## config.mk

```make
export PLATFORM = sky130hd
export DESIGN_NAME = rpf_rx_pause_filter
export DESIGN_NICKNAME = d
export VERILOG_FILES = /design/src/design/rpf_pkg.sv /design/src/design/rpf_rx_pause_filter.sv /design/src/design/rpf_ctrl_match.sv
export SDC_FILE = /design/constraint.sdc
export NUM_CORES = 1
export LEC_CHECK = 0
export BUFFER_PORTS_ARGS = -buffer_cell sky130_fd_sc_hd__clkbuf_2
export CORE_ASPECT_RATIO = 1.25
export CORE_MARGIN = 10
export CORE_UTILIZATION = 56
export CTS_CLUSTER_SIZE = 14
export DETAILED_ROUTE_END_ITERATION = 10
export GPL_ROUTABILITY_DRIVEN = 0
export PLACE_DENSITY_LB_ADDON = 0.08
export SETUP_SLACK_MARGIN = 0.1
export SLEW_MARGIN = 15
export SYNTH_ARGS = -nofsm -noshare
export SYNTH_HDL_FRONTEND = slang
export SYNTH_SLANG_ARGS = --single-unit
export TNS_END_PERCENT = 50
```

## constraint.sdc

```tcl
create_clock -name i_clk -period 9.81 [get_ports i_clk]
set_input_delay 0 -clock i_clk [delete_from_list [all_inputs] [get_ports i_clk]]
set_output_delay 0 -clock i_clk [all_outputs]
set_load 0.005 [all_outputs]
```

## src/design/rpf_pkg.sv

```systemverilog
package rpf_pkg;
  localparam int ADDR_W = 8;
  localparam int DATA_W = 32;
  localparam int MAC_W = 48;
  localparam int HALF_W = 16;
  localparam int CLASS_N = 9;
  localparam int PRIO_N = 8;
  localparam int GLOBAL_CLASS = 8;
  localparam int CTRL_W = 14;

  // register byte offsets
  localparam logic [ADDR_W-1:0] OFS_CTRL = 8'h00;
  localparam logic [ADDR_W-1:0] OFS_PAUSE_EN = 8'h04;
  localparam logic [ADDR_W-1:0] OFS_UCAST_LO = 8'h08;
  localparam logic [ADDR_W-1:0] OFS_UCAST_HI = 8'h0C;
  localparam logic [ADDR_W-1:0] OFS_MCAST_LO = 8'h10;
  localparam logic [ADDR_W-1:0] OFS_MCAST_HI = 8'h14;
  localparam logic [ADDR_W-1:0] OFS_SA_LO = 8'h18;
  localparam logic [ADDR_W-1:0] OFS_SA_HI = 8'h1C;
  localparam logic [ADDR_W-1:0] OFS_GCP_ETYPE = 8'h20;
  localparam logic [ADDR_W-1:0] OFS_GCP_OPC = 8'h24;
  localparam logic [ADDR_W-1:0] OFS_PCP_ETYPE = 8'h28;
  localparam logic [ADDR_W-1:0] OFS_PCP_OPC = 8'h2C;
  localparam logic [ADDR_W-1:0] OFS_STATUS = 8'h30;

  // control register bit positions
  localparam int B_FWD_CTRL = 0;
  localparam int B_CHECK_ACK = 1;
  localparam int B_GCP_EN = 2;
  localparam int B_GCP_MCAST = 3;
  localparam int B_GCP_UCAST = 4;
  localparam int B_GCP_SA = 5;
  localparam int B_GCP_ETYPE = 6;
  localparam int B_GCP_OPC = 7;
  localparam int B_PCP_EN = 8;
  localparam int B_PCP_MCAST = 9;
  localparam int B_PCP_UCAST = 10;
  localparam int B_PCP_SA = 11;
  localparam int B_PCP_ETYPE = 12;
  localparam int B_PCP_OPC = 13;
  // opcode register: min low half, max high half
  localparam int OPC_MAX_LSB = 16;

  // reset values
  localparam logic [CTRL_W-1:0] CTRL_RST = 14'h0000;
  localparam logic [CLASS_N-1:0] PAUSE_EN_RST = 9'h1FF;
  localparam logic [MAC_W-1:0] MAC_RST = 48'h000000000000;
  localparam logic [HALF_W-1:0] HALF_RST = 16'h0000;
  localparam logic [DATA_W-1:0] RD_IDLE = 32'h00000000;
endpackage : rpf_pkg

```

## src/design/rpf_rx_pause_filter.sv

```systemverilog
// Summary of operation
// - forward control frames when enabled, else drop
// - acknowledge bus used only when waiting enabled
// - nine pause enables, one per class
// - pause enables mask only user outputs
// - global control processed only when enabled
// - global multicast destination check when enabled
// - global unicast destination check when enabled
// - unicast destination address is 48 bits
// - global source address check when enabled
// - source address is 48 bits
// - global ethertype must equal configured value
// - global opcode within configured min and max
// - priority control processed only when enabled
// - priority multicast, unicast, source checks enabled separately
// - multicast destination address is 48 bits
// - priority opcode within configured min and max
module rpf_rx_pause_filter
  import rpf_pkg::*;
(
  input wire logic i_clk,
  input wire logic i_rst,
  input wire logic [rpf_pkg::ADDR_W-1:0] i_addr,
  input wire logic [rpf_pkg::DATA_W-1:0] i_wr_data,
  input wire logic i_wr,
  input wire logic i_rd,
  output logic [rpf_pkg::DATA_W-1:0] o_rd_data,
  input wire logic i_hdr_valid,
  input wire logic i_hdr_is_ctrl,
  input wire logic [rpf_pkg::MAC_W-1:0] i_hdr_da,
  input wire logic [rpf_pkg::MAC_W-1:0] i_hdr_sa,
  input wire logic [rpf_pkg::HALF_W-1:0] i_hdr_etype,
  input wire logic [rpf_pkg::HALF_W-1:0] i_hdr_opcode,
  input wire logic [rpf_pkg::PRIO_N-1:0] i_hdr_prio_vec,
  input wire logic [rpf_pkg::CLASS_N-1:0] i_pause_ack,
  output logic o_hdr_done,
  output logic o_frame_keep,
  output logic o_gcp_hit,
  output logic o_pcp_hit,
  output logic [rpf_pkg::CLASS_N-1:0] o_pause_pending,
  output logic [rpf_pkg::CLASS_N-1:0] o_pause_user
);
  import rpf_pkg::*;

  typedef struct packed {
    logic [CTRL_W-1:0] ctrl;
    logic [CLASS_N-1:0] pause_en;
    logic [MAC_W-1:0] ucast;
    logic [MAC_W-1:0] mcast;
    logic [MAC_W-1:0] sa;
    logic [HALF_W-1:0] gcp_etype;
    logic [HALF_W-1:0] gcp_opmin;
    logic [HALF_W-1:0] gcp_opmax;
    logic [HALF_W-1:0] pcp_etype;
    logic [HALF_W-1:0] pcp_opmin;
    logic [HALF_W-1:0] pcp_opmax;
    logic [CLASS_N-1:0] pending;
    logic [CLASS_N-1:0] user;
    logic done;
    logic keep;
    logic gcp_hit;
    logic pcp_hit;
    logic [DATA_W-1:0] rd_data;
  } rpf_state_s;

  rpf_state_s st;
  rpf_state_s next_st;
  logic gcp_match;
  logic pcp_match;
  logic [CLASS_N-1:0] set_vec;
  logic [CLASS_N-1:0] held_vec;

  // both categories share the address registers; a frame whose fields
  // satisfy both sets of checks counts as both
  rpf_ctrl_match u_gcp_match (
    .i_enable(st.ctrl[B_GCP_EN]),
    .i_chk_mcast(st.ctrl[B_GCP_MCAST]),
    .i_chk_ucast(st.ctrl[B_GCP_UCAST]),
    .i_chk_sa(st.ctrl[B_GCP_SA]),
    .i_chk_etype(st.ctrl[B_GCP_ETYPE]),
    .i_chk_opcode(st.ctrl[B_GCP_OPC]),
    .i_mcast_addr(st.mcast),
    .i_ucast_addr(st.ucast),
    .i_src_addr(st.sa),
    .i_etype(st.gcp_etype),
    .i_opcode_min(st.gcp_opmin),
    .i_opcode_max(st.gcp_opmax),
    .i_frm_da(i_hdr_da),
    .i_frm_sa(i_hdr_sa),
    .i_frm_etype(i_hdr_etype),
    .i_frm_opcode(i_hdr_opcode),
    .o_hit(gcp_match)
  );

  rpf_ctrl_match u_pcp_match (
    .i_enable(st.ctrl[B_PCP_EN]),
    .i_chk_mcast(st.ctrl[B_PCP_MCAST]),
    .i_chk_ucast(st.ctrl[B_PCP_UCAST]),
    .i_chk_sa(st.ctrl[B_PCP_SA]),
    .i_chk_etype(st.ctrl[B_PCP_ETYPE]),
    .i_chk_opcode(st.ctrl[B_PCP_OPC]),
    .i_mcast_addr(st.mcast),
    .i_ucast_addr(st.ucast),
    .i_src_addr(st.sa),
    .i_etype(st.pcp_etype),
    .i_opcode_min(st.pcp_opmin),
    .i_opcode_max(st.pcp_opmax),
    .i_frm_da(i_hdr_da),
    .i_frm_sa(i_hdr_sa),
    .i_frm_etype(i_hdr_etype),
    .i_frm_opcode(i_hdr_opcode),
    .o_hit(pcp_match)
  );

  always_comb begin
    next_st = st;
    // configuration writes
    if (i_wr) begin
      case (i_addr)
        OFS_CTRL: begin
          next_st.ctrl = i_wr_data[CTRL_W-1:0];
        end
        OFS_PAUSE_EN: begin
          next_st.pause_en = i_wr_data[CLASS_N-1:0];
        end
        OFS_UCAST_LO: begin
          next_st.ucast[DATA_W-1:0] = i_wr_data;
        end
        OFS_UCAST_HI: begin
          next_st.ucast[MAC_W-1:DATA_W] = i_wr_data[HALF_W-1:0];
        end
        OFS_MCAST_LO: begin
          next_st.mcast[DATA_W-1:0] = i_wr_data;
        end
        OFS_MCAST_HI: begin
          next_st.mcast[MAC_W-1:DATA_W] = i_wr_data[HALF_W-1:0];
        end
        OFS_SA_LO: begin
          next_st.sa[DATA_W-1:0] = i_wr_data;
        end
        OFS_SA_HI: begin
          next_st.sa[MAC_W-1:DATA_W] = i_wr_data[HALF_W-1:0];
        end
        OFS_GCP_ETYPE: begin
          next_st.gcp_etype = i_wr_data[HALF_W-1:0];
        end
        OFS_GCP_OPC: begin
          next_st.gcp_opmin = i_wr_data[HALF_W-1:0];
          next_st.gcp_opmax = i_wr_data[DATA_W-1:OPC_MAX_LSB];
        end
        OFS_PCP_ETYPE: begin
          next_st.pcp_etype = i_wr_data[HALF_W-1:0];
        end
        OFS_PCP_OPC: begin
          next_st.pcp_opmin = i_wr_data[HALF_W-1:0];
          next_st.pcp_opmax = i_wr_data[DATA_W-1:OPC_MAX_LSB];
        end
        default: begin
        end
      endcase
    end

    // read data stands one cycle only; unmapped reads return zero
    next_st.rd_data = RD_IDLE;
    if (i_rd) begin
      case (i_addr)
        OFS_CTRL: next_st.rd_data[CTRL_W-1:0] = st.ctrl;
        OFS_PAUSE_EN: next_st.rd_data[CLASS_N-1:0] = st.pause_en;
        OFS_UCAST_LO: next_st.rd_data = st.ucast[DATA_W-1:0];
        OFS_UCAST_HI: next_st.rd_data[HALF_W-1:0] = st.ucast[MAC_W-1:DATA_W];
        OFS_MCAST_LO: next_st.rd_data = st.mcast[DATA_W-1:0];
        OFS_MCAST_HI: next_st.rd_data[HALF_W-1:0] = st.mcast[MAC_W-1:DATA_W];
        OFS_SA_LO: next_st.rd_data = st.sa[DATA_W-1:0];
        OFS_SA_HI: next_st.rd_data[HALF_W-1:0] = st.sa[MAC_W-1:DATA_W];
        OFS_GCP_ETYPE: next_st.rd_data[HALF_W-1:0] = st.gcp_etype;
        OFS_GCP_OPC: next_st.rd_data = {st.gcp_opmax, st.gcp_opmin};
        OFS_PCP_ETYPE: next_st.rd_data[HALF_W-1:0] = st.pcp_etype;
        OFS_PCP_OPC: next_st.rd_data = {st.pcp_opmax, st.pcp_opmin};
        OFS_STATUS: next_st.rd_data[CLASS_N-1:0] = st.pending;
        default: next_st.rd_data = RD_IDLE;
      endcase
    end

    // frame verdict, one cycle after the header
    next_st.done = i_hdr_valid;
    next_st.gcp_hit = i_hdr_valid && i_hdr_is_ctrl && gcp_match;
    next_st.pcp_hit = i_hdr_valid && i_hdr_is_ctrl && pcp_match;
    next_st.keep = i_hdr_valid &&
                   (!i_hdr_is_ctrl || st.ctrl[B_FWD_CTRL]);

    // new indication wins over an acknowledge in the same cycle
    set_vec = '0;
    set_vec[GLOBAL_CLASS] = next_st.gcp_hit;
    if (next_st.pcp_hit) begin
      set_vec[PRIO_N-1:0] = i_hdr_prio_vec;
    end
    // ack bits ignored unless waiting is on; a pulse otherwise
    if (st.ctrl[B_CHECK_ACK]) begin
      held_vec = st.pending & ~i_pause_ack;
    end else begin
      held_vec = '0;
    end
    next_st.pending = set_vec | held_vec;
    // masking here keeps the pending state independent of the enables
    next_st.user = next_st.pending & next_st.pause_en;
  end

  always_ff @(posedge i_clk or posedge i_rst) begin
    if (i_rst) begin
      st.ctrl <= CTRL_RST;
      st.pause_en <= PAUSE_EN_RST;
      st.ucast <= MAC_RST;
      st.mcast <= MAC_RST;
      st.sa <= MAC_RST;
      st.gcp_etype <= HALF_RST;
      st.gcp_opmin <= HALF_RST;
      st.gcp_opmax <= HALF_RST;
      st.pcp_etype <= HALF_RST;
      st.pcp_opmin <= HALF_RST;
      st.pcp_opmax <= HALF_RST;
      st.pending <= '0;
      st.user <= '0;
      st.done <= 1'b0;
      st.keep <= 1'b0;
      st.gcp_hit <= 1'b0;
      st.pcp_hit <= 1'b0;
      st.rd_data <= RD_IDLE;
    end else begin
      st <= next_st;
    end
  end

  assign o_rd_data = st.rd_data;
  assign o_hdr_done = st.done;
  assign o_frame_keep = st.keep;
  assign o_gcp_hit = st.gcp_hit;
  assign o_pcp_hit = st.pcp_hit;
  assign o_pause_pending = st.pending;
  assign o_pause_user = st.user;
endmodule : rpf_rx_pause_filter

```

## src/design/rpf_ctrl_match.sv

```systemverilog
module rpf_ctrl_match
  import rpf_pkg::*;
(
  input wire logic i_enable,
  input wire logic i_chk_mcast,
  input wire logic i_chk_ucast,
  input wire logic i_chk_sa,
  input wire logic i_chk_etype,
  input wire logic i_chk_opcode,
  input wire logic [rpf_pkg::MAC_W-1:0] i_mcast_addr,
  input wire logic [rpf_pkg::MAC_W-1:0] i_ucast_addr,
  input wire logic [rpf_pkg::MAC_W-1:0] i_src_addr,
  input wire logic [rpf_pkg::HALF_W-1:0] i_etype,
  input wire logic [rpf_pkg::HALF_W-1:0] i_opcode_min,
  input wire logic [rpf_pkg::HALF_W-1:0] i_opcode_max,
  input wire logic [rpf_pkg::MAC_W-1:0] i_frm_da,
  input wire logic [rpf_pkg::MAC_W-1:0] i_frm_sa,
  input wire logic [rpf_pkg::HALF_W-1:0] i_frm_etype,
  input wire logic [rpf_pkg::HALF_W-1:0] i_frm_opcode,
  output logic o_hit
);
  import rpf_pkg::*;

  logic da_ok;
  logic sa_ok;
  logic et_ok;
  logic op_ok;

  // both address checks on: either address may match
  always_comb begin
    if (i_chk_mcast && i_chk_ucast) begin
      da_ok = (i_frm_da == i_mcast_addr) || (i_frm_da == i_ucast_addr);
    end else if (i_chk_mcast) begin
      da_ok = (i_frm_da == i_mcast_addr);
    end else if (i_chk_ucast) begin
      da_ok = (i_frm_da == i_ucast_addr);
    end else begin
      da_ok = 1'b1;
    end
    sa_ok = !i_chk_sa || (i_frm_sa == i_src_addr);
    et_ok = !i_chk_etype || (i_frm_etype == i_etype);
    op_ok = !i_chk_opcode ||
            ((i_frm_opcode >= i_opcode_min) &&
             (i_frm_opcode <= i_opcode_max));
    o_hit = i_enable && da_ok && sa_ok && et_ok && op_ok;
  end
endmodule : rpf_ctrl_match

```

# Word-level counts from Yosys, hierarchy flattened

Index checks and enable logic that the tools add are counted.

Bits in registers: 317
Output and inout port bits: 54
Word-level logic and storage cells: 114

Multiplexer cells: 25
Reduce and logical (&&, ||, !) cells: 43
Bitwise gates (word level): 4
Magnitude comparators: 4
Equal/unequal tests: 17

Operator list:

| kind                                                             | count |
|---|---|
| 249-bit two-way mux                                              | 1 |
| 32-bit two-way mux                                               | 6 |
| 48-bit == test                                                   | 3 |
| 9-bit case mux with 13 select lines                              | 1 |
| 16-bit two-way mux                                               | 5 |
| 16-bit case mux with 5 select lines                              | 1 |
| 5-bit case mux with 11 select lines                              | 1 |
| 8-bit by 6-bit == test with 1-bit output (second input constant) | 5 |
| 16-bit == test                                                   | 2 |
| 8-bit by 5-bit == test with 1-bit output (second input constant) | 4 |
| 16-bit >= comparator                                             | 2 |
| 16-bit <= comparator                                             | 2 |
| 2-bit AND reduction                                              | 11 |
| 2-bit case mux with 10 select lines                              | 1 |
| 9-bit bitwise AND                                                | 2 |
| 9-bit two-way mux                                                | 2 |
| 8-bit by 4-bit == test with 1-bit output (second input constant) | 2 |
| 1-bit logical AND                                                | 16 |
| 9-bit NOT                                                        | 1 |
| 9-bit OR                                                         | 1 |
| 8-bit by 3-bit == test with 1-bit output (second input constant) | 1 |
| 8-bit zero test                                                  | 1 |
| 1-bit logical OR                                                 | 8 |
| 8-bit two-way mux                                                | 1 |
| other kinds (2)                                                  | 13 |

# Logic depth before layout (Yosys ltp)

Depth after elaboration: 12
Gate-level depth with buffers: 10
Mapped depth without buffers: 9

# Hierarchy

From an unflattened synthesis, not the netlist that was laid out.

Cell total of the unflattened synthesis: 1,760
Area, all modules: 19,422.4 um2

Modules (own cells, without submodules):

| module                       | area each (um2) | sequential area each (um2) | instances | cells an instance |
|---|---|---|---|---|
| rpf_rx_pause_filter          | 14,204.9        | 7,943.9                    | 1         | 1,080 |
| rpf_ctrl_match (u_gcp_match) | 2,612.5         | 0.0                        | 1         | 341 |
| rpf_ctrl_match (u_pcp_match) | 2,605.0         | 0.0                        | 1         | 339 |

# Worst setup path after synthesis

OpenSTA, ideal clock, no wires.

Kind: register -> register
From: register st[67] in the netlist's numbering
To: register st, in the netlist o_pause_user[7]
Cell stages (with the launch flop): 10
Path slack: 7.629 ns
Buffers on the path: 1
Arrival: 2.057 ns
Cell sequence: dfrtp_1 -> inv_1 -> ha_1 -> nand4_2 -> or4_1 -> a21o_1 -> a31o_2 -> nand4_4 -> buf_12 -> o22ai_2

RTL lines:

| what                   | RTL line                   | source |
|---|---|---|
| from (decl)            | rpf_rx_pause_filter.sv:66  | `rpf_state_s st;` |
| from (signal assigned) | rpf_rx_pause_filter.sv:229 | `st <= next_st;` |

==> summary.md <==
| Metric | Value |
|---|---|
| Total Wirelength | `60200 um` |
| Final Hold Viols | `0` |
| Final Cell Area | `0.0201 sq mm` |
| Arr. time, crit path | `3890 ps` |
| Layer with the highest usage | `met2` |
| Port bufs | `244` |
| Unique masters post-synth | `61` |
| Max-Cap Viols | `0` |
| Total GRT Usage | `31.0%` |
| M1 GR Usage | `37.8%` |
| Area of the mapped netlist | `0.0171 sq mm` |
| Main flop type after synthesis | `dfrtp_1` |
| Crit path capture type | `flip-flop` |
| Post-synth top area cell | `dfrtp_1` |
| YS warnings | `0` |
| Ant. Diodes | `0` |
| CTS tree | `yes` |
| Via Count | `13400` |
| Fraction of layout cells with a size suffix above 1 | `36.6%` |
| Pwr dens | `156 mW/mm^2` |
| CP Cell Sequence | `xnor2_1, nand4_1, nor4_1, nand3_1, nand2_1, nand4_4, o21ai_0, dlygate4sd3_1` |
| Synth Register Bits | `317` |
| Sink Count | `317` |
| Clock skew | `15.0 ps` |
| Worst-Skew Late Latency | `530 ps` |
| Vias in the first global route | `13900` |
| Placed Area | `0.0183 sq mm` |
| Most common cell in the netlist | `dfrtp_1` |
| Clock-pin slew of the registers on the worst-case setup and hold paths | `70 ps` |
| Initial antenna violation count | `0` |
| RSZ-0062 raised after global routing | `false` |
| Boundary Pins | `245` |
| Synth area leaders | `dfrtp_1 45%, mux2_2 17%, xor2_1 6.6%` |
| Fmax | `292 MHz` |
| Core area | `0.0301 sq mm` |
| Drt via density | `6.35` |
| Buf+Inv Stages, Crit Path | `1` |
| Drt first pass iters | `8` |
| Delay-heaviest family, CP | `simple AND/OR/NAND/NOR gates` |
| Std cell rows | `71` |
| Root Buffer | `clkbuf_16` |
| Post-route minimum period | `3420 ps` |
| WL per Instance | `28.6 um` |
| Gr ovfl total | `0` |
| Antenna viol nets, final | `0` |
| First-pass GRT wire length | `88700 um` |
| Avg Cell Area, Syn | `11.9 sq um` |
| Starting density of the core | `56.7%` |
| Worst Hold Class | `input port to flip-flop` |
| Leakage power | `9.81 nW` |
| Syn Nets | `1694` |
| Maximum fanout along the worst path | `16` |
| Setup violations, final | `0` |
| H-tree Lvls | `2` |
| Relative slew slack | `16.3%` |
| Largest net degree at the start of global routing | `128` |
| Nets | `1938` |
| Fill count | `2342` |
| WS Path Type | `flip-flop to flip-flop` |
| Max Slew Vio Count | `0` |
| Most frequent cells after synthesis | `308 x dfrtp_1, 257 x mux2_2, 128 x xor2_1, 75 x inv_1, 64 x ha_1` |
| Initial DRC Count | `1317` |
| Startpoint Class | `flip-flop` |
| Syn Inst Count | `1439` |
| Chip width | `176 um` |
| Sequential fraction of the synthesis area | `46.5%` |
| Met3 usage | `7.31%` |
| Yosys top cell area share | `45.1%` |
| Required time worst endpoint | `10280 ps` |
| Die Area | `0.0379 sq mm` |
| DRC viols | `0` |
| CP max-delay cell | `dlygate4sd3_1` |
| CTS Buffer Depth | `3` |
| Die H | `215 um` |
| Status | `completed` |
| CP peak stage delay | `590 ps` |
| Period utilization | `34.9%` |
| Area delta synth->final | `17.3%` |
| Cts bufs inserted | `34` |
| Tightest Pin Transition | `1240 ps` |
| Async set or reset register ratio after synthesis | `100%` |
| Post-CTS setup buffers | `0` |
| Global routing usage on met2 | `48.6%` |
| Fin Setup TNS | `0 ps` |
| Number of flops mapped to enable cells by yosys | `0` |
| IR drop worst, VDD | `0.117 mV` |
| HPWL after DPL | `44300 um` |
## worst paths after layout
| path | start | to | slack, ps | cells past startpoint |
|---|---|---|---|---|
| max in group asynchronous | i_rst | st[164] | 7490 | 5 |
| hold reg to reg | st[61] | st[61] | 540 | 1 |
| setup / recovery | st[176] | o_pause_pending[0] | 6390 | 8 |
| min in group asynchronous | i_rst | st[63] | 230 | 3 |
| setup reg to reg | st[176] | o_pause_pending[0] | 6390 | 8 |
| hold / removal | i_wr_data[5] | st[91] | 20 | 2 |
## cells by family after synthesis
family / after synthesis / synth area share, %
DFF: 317 / 46.5
muxes: 263 / 17.3
AOI/OAI and AO/OA: 232 / 10.5
and+or+nand+nor: 198 / 6.36
buffers and inverters: 189 / 5.58
xor gates and xnor gates: 176 / 9.02
adders and majority gates: 64 / 4.69
## sequential cells by signal (all words and copies together), names as in the netlist
register / flops
o_pause_pending: 9
o_pcp_hit: 1
o_rd_data: 32
o_frame_keep: 1
o_gcp_hit: 1
st: 263
o_pause_user: 9
o_hdr_done: 1
## layout make-up
type                            count  area, sq um  share of cell area [%]
Clock inverter                     11          138                   0.686
Timing Repair Buffer              322         1950                    9.75
Inverter                           75          289                    1.44
Clock buffer                       48         1030                    5.16
Tap cell                          401          502                    2.50
Sequential cell                   317         7940                    39.6
Multi-Input combinational cell    933         8190                    40.8
## metal layers
layer  wire length [um]  part of all wire (%)
met1              22800                    38
met2              28000                    47
met3               5220                   8.7
met4               4120                   6.8
met5                  0                     0
## stage by stage
step | power (mW) | worst slack (ps) | cells | util (%) | hold slack [ps]
2_1_floorplan | 1.60 | 1050 | 1439 | - | 31.4
3_3_place_gp | 1.76 | 7030 | 1989 | 60.7 | 172
3_5_place_dp | 1.77 | 7000 | 1989 | 60.7 | 171
4_1_cts | 3.13 | 6560 | 2107 | 66.6 | 6.05
5_1_grt | 3.22 | 6370 | 2107 | 66.6 | 24.5
6_report | 3.12 | 6390 | 2107 | 66.6 | 21.2
## where the power goes
part / internal (mW) / total [mW] / switching (mW)
Sequential: 1.36 / 1.42 / 0.0580
Clock: 0.814 / 1.36 / 0.542
Combinational: 0.146 / 0.348 / 0.203
Total: 2.32 / 3.12 / 0.803
## layout by cell type (no fill, tap or decap), types with 9 or more instances in the layout
master,instances
dfrtp_1,308
mux2_2,257
clkbuf_2,244
xor2_1,128
inv_1,74
ha_1,64
dlygate4sd3_1,59
a22oi_1,58
nand2_1,55
xnor2_1,48
nor4_1,38
clkbuf_16,35
a31oi_1,33
a221oi_1,30
nand4_1,29
a21oi_1,23
a22o_1,20
nand3_1,19
buf_4,19
a222oi_1,14
nor2_1,13
o21ai_0,12
nor2_2,11
clkbuf_8,11
nand3b_1,10
dfstp_2,9
## what timing repair did
| item | CTS | global route |
|---|---|---|
| endpoints found under the hold margin | 370 | 0 |
| hold buffers | 59 | 0 |
| gates resized for setup | 0 | 0 |
(Power assumes the default switching activity.)
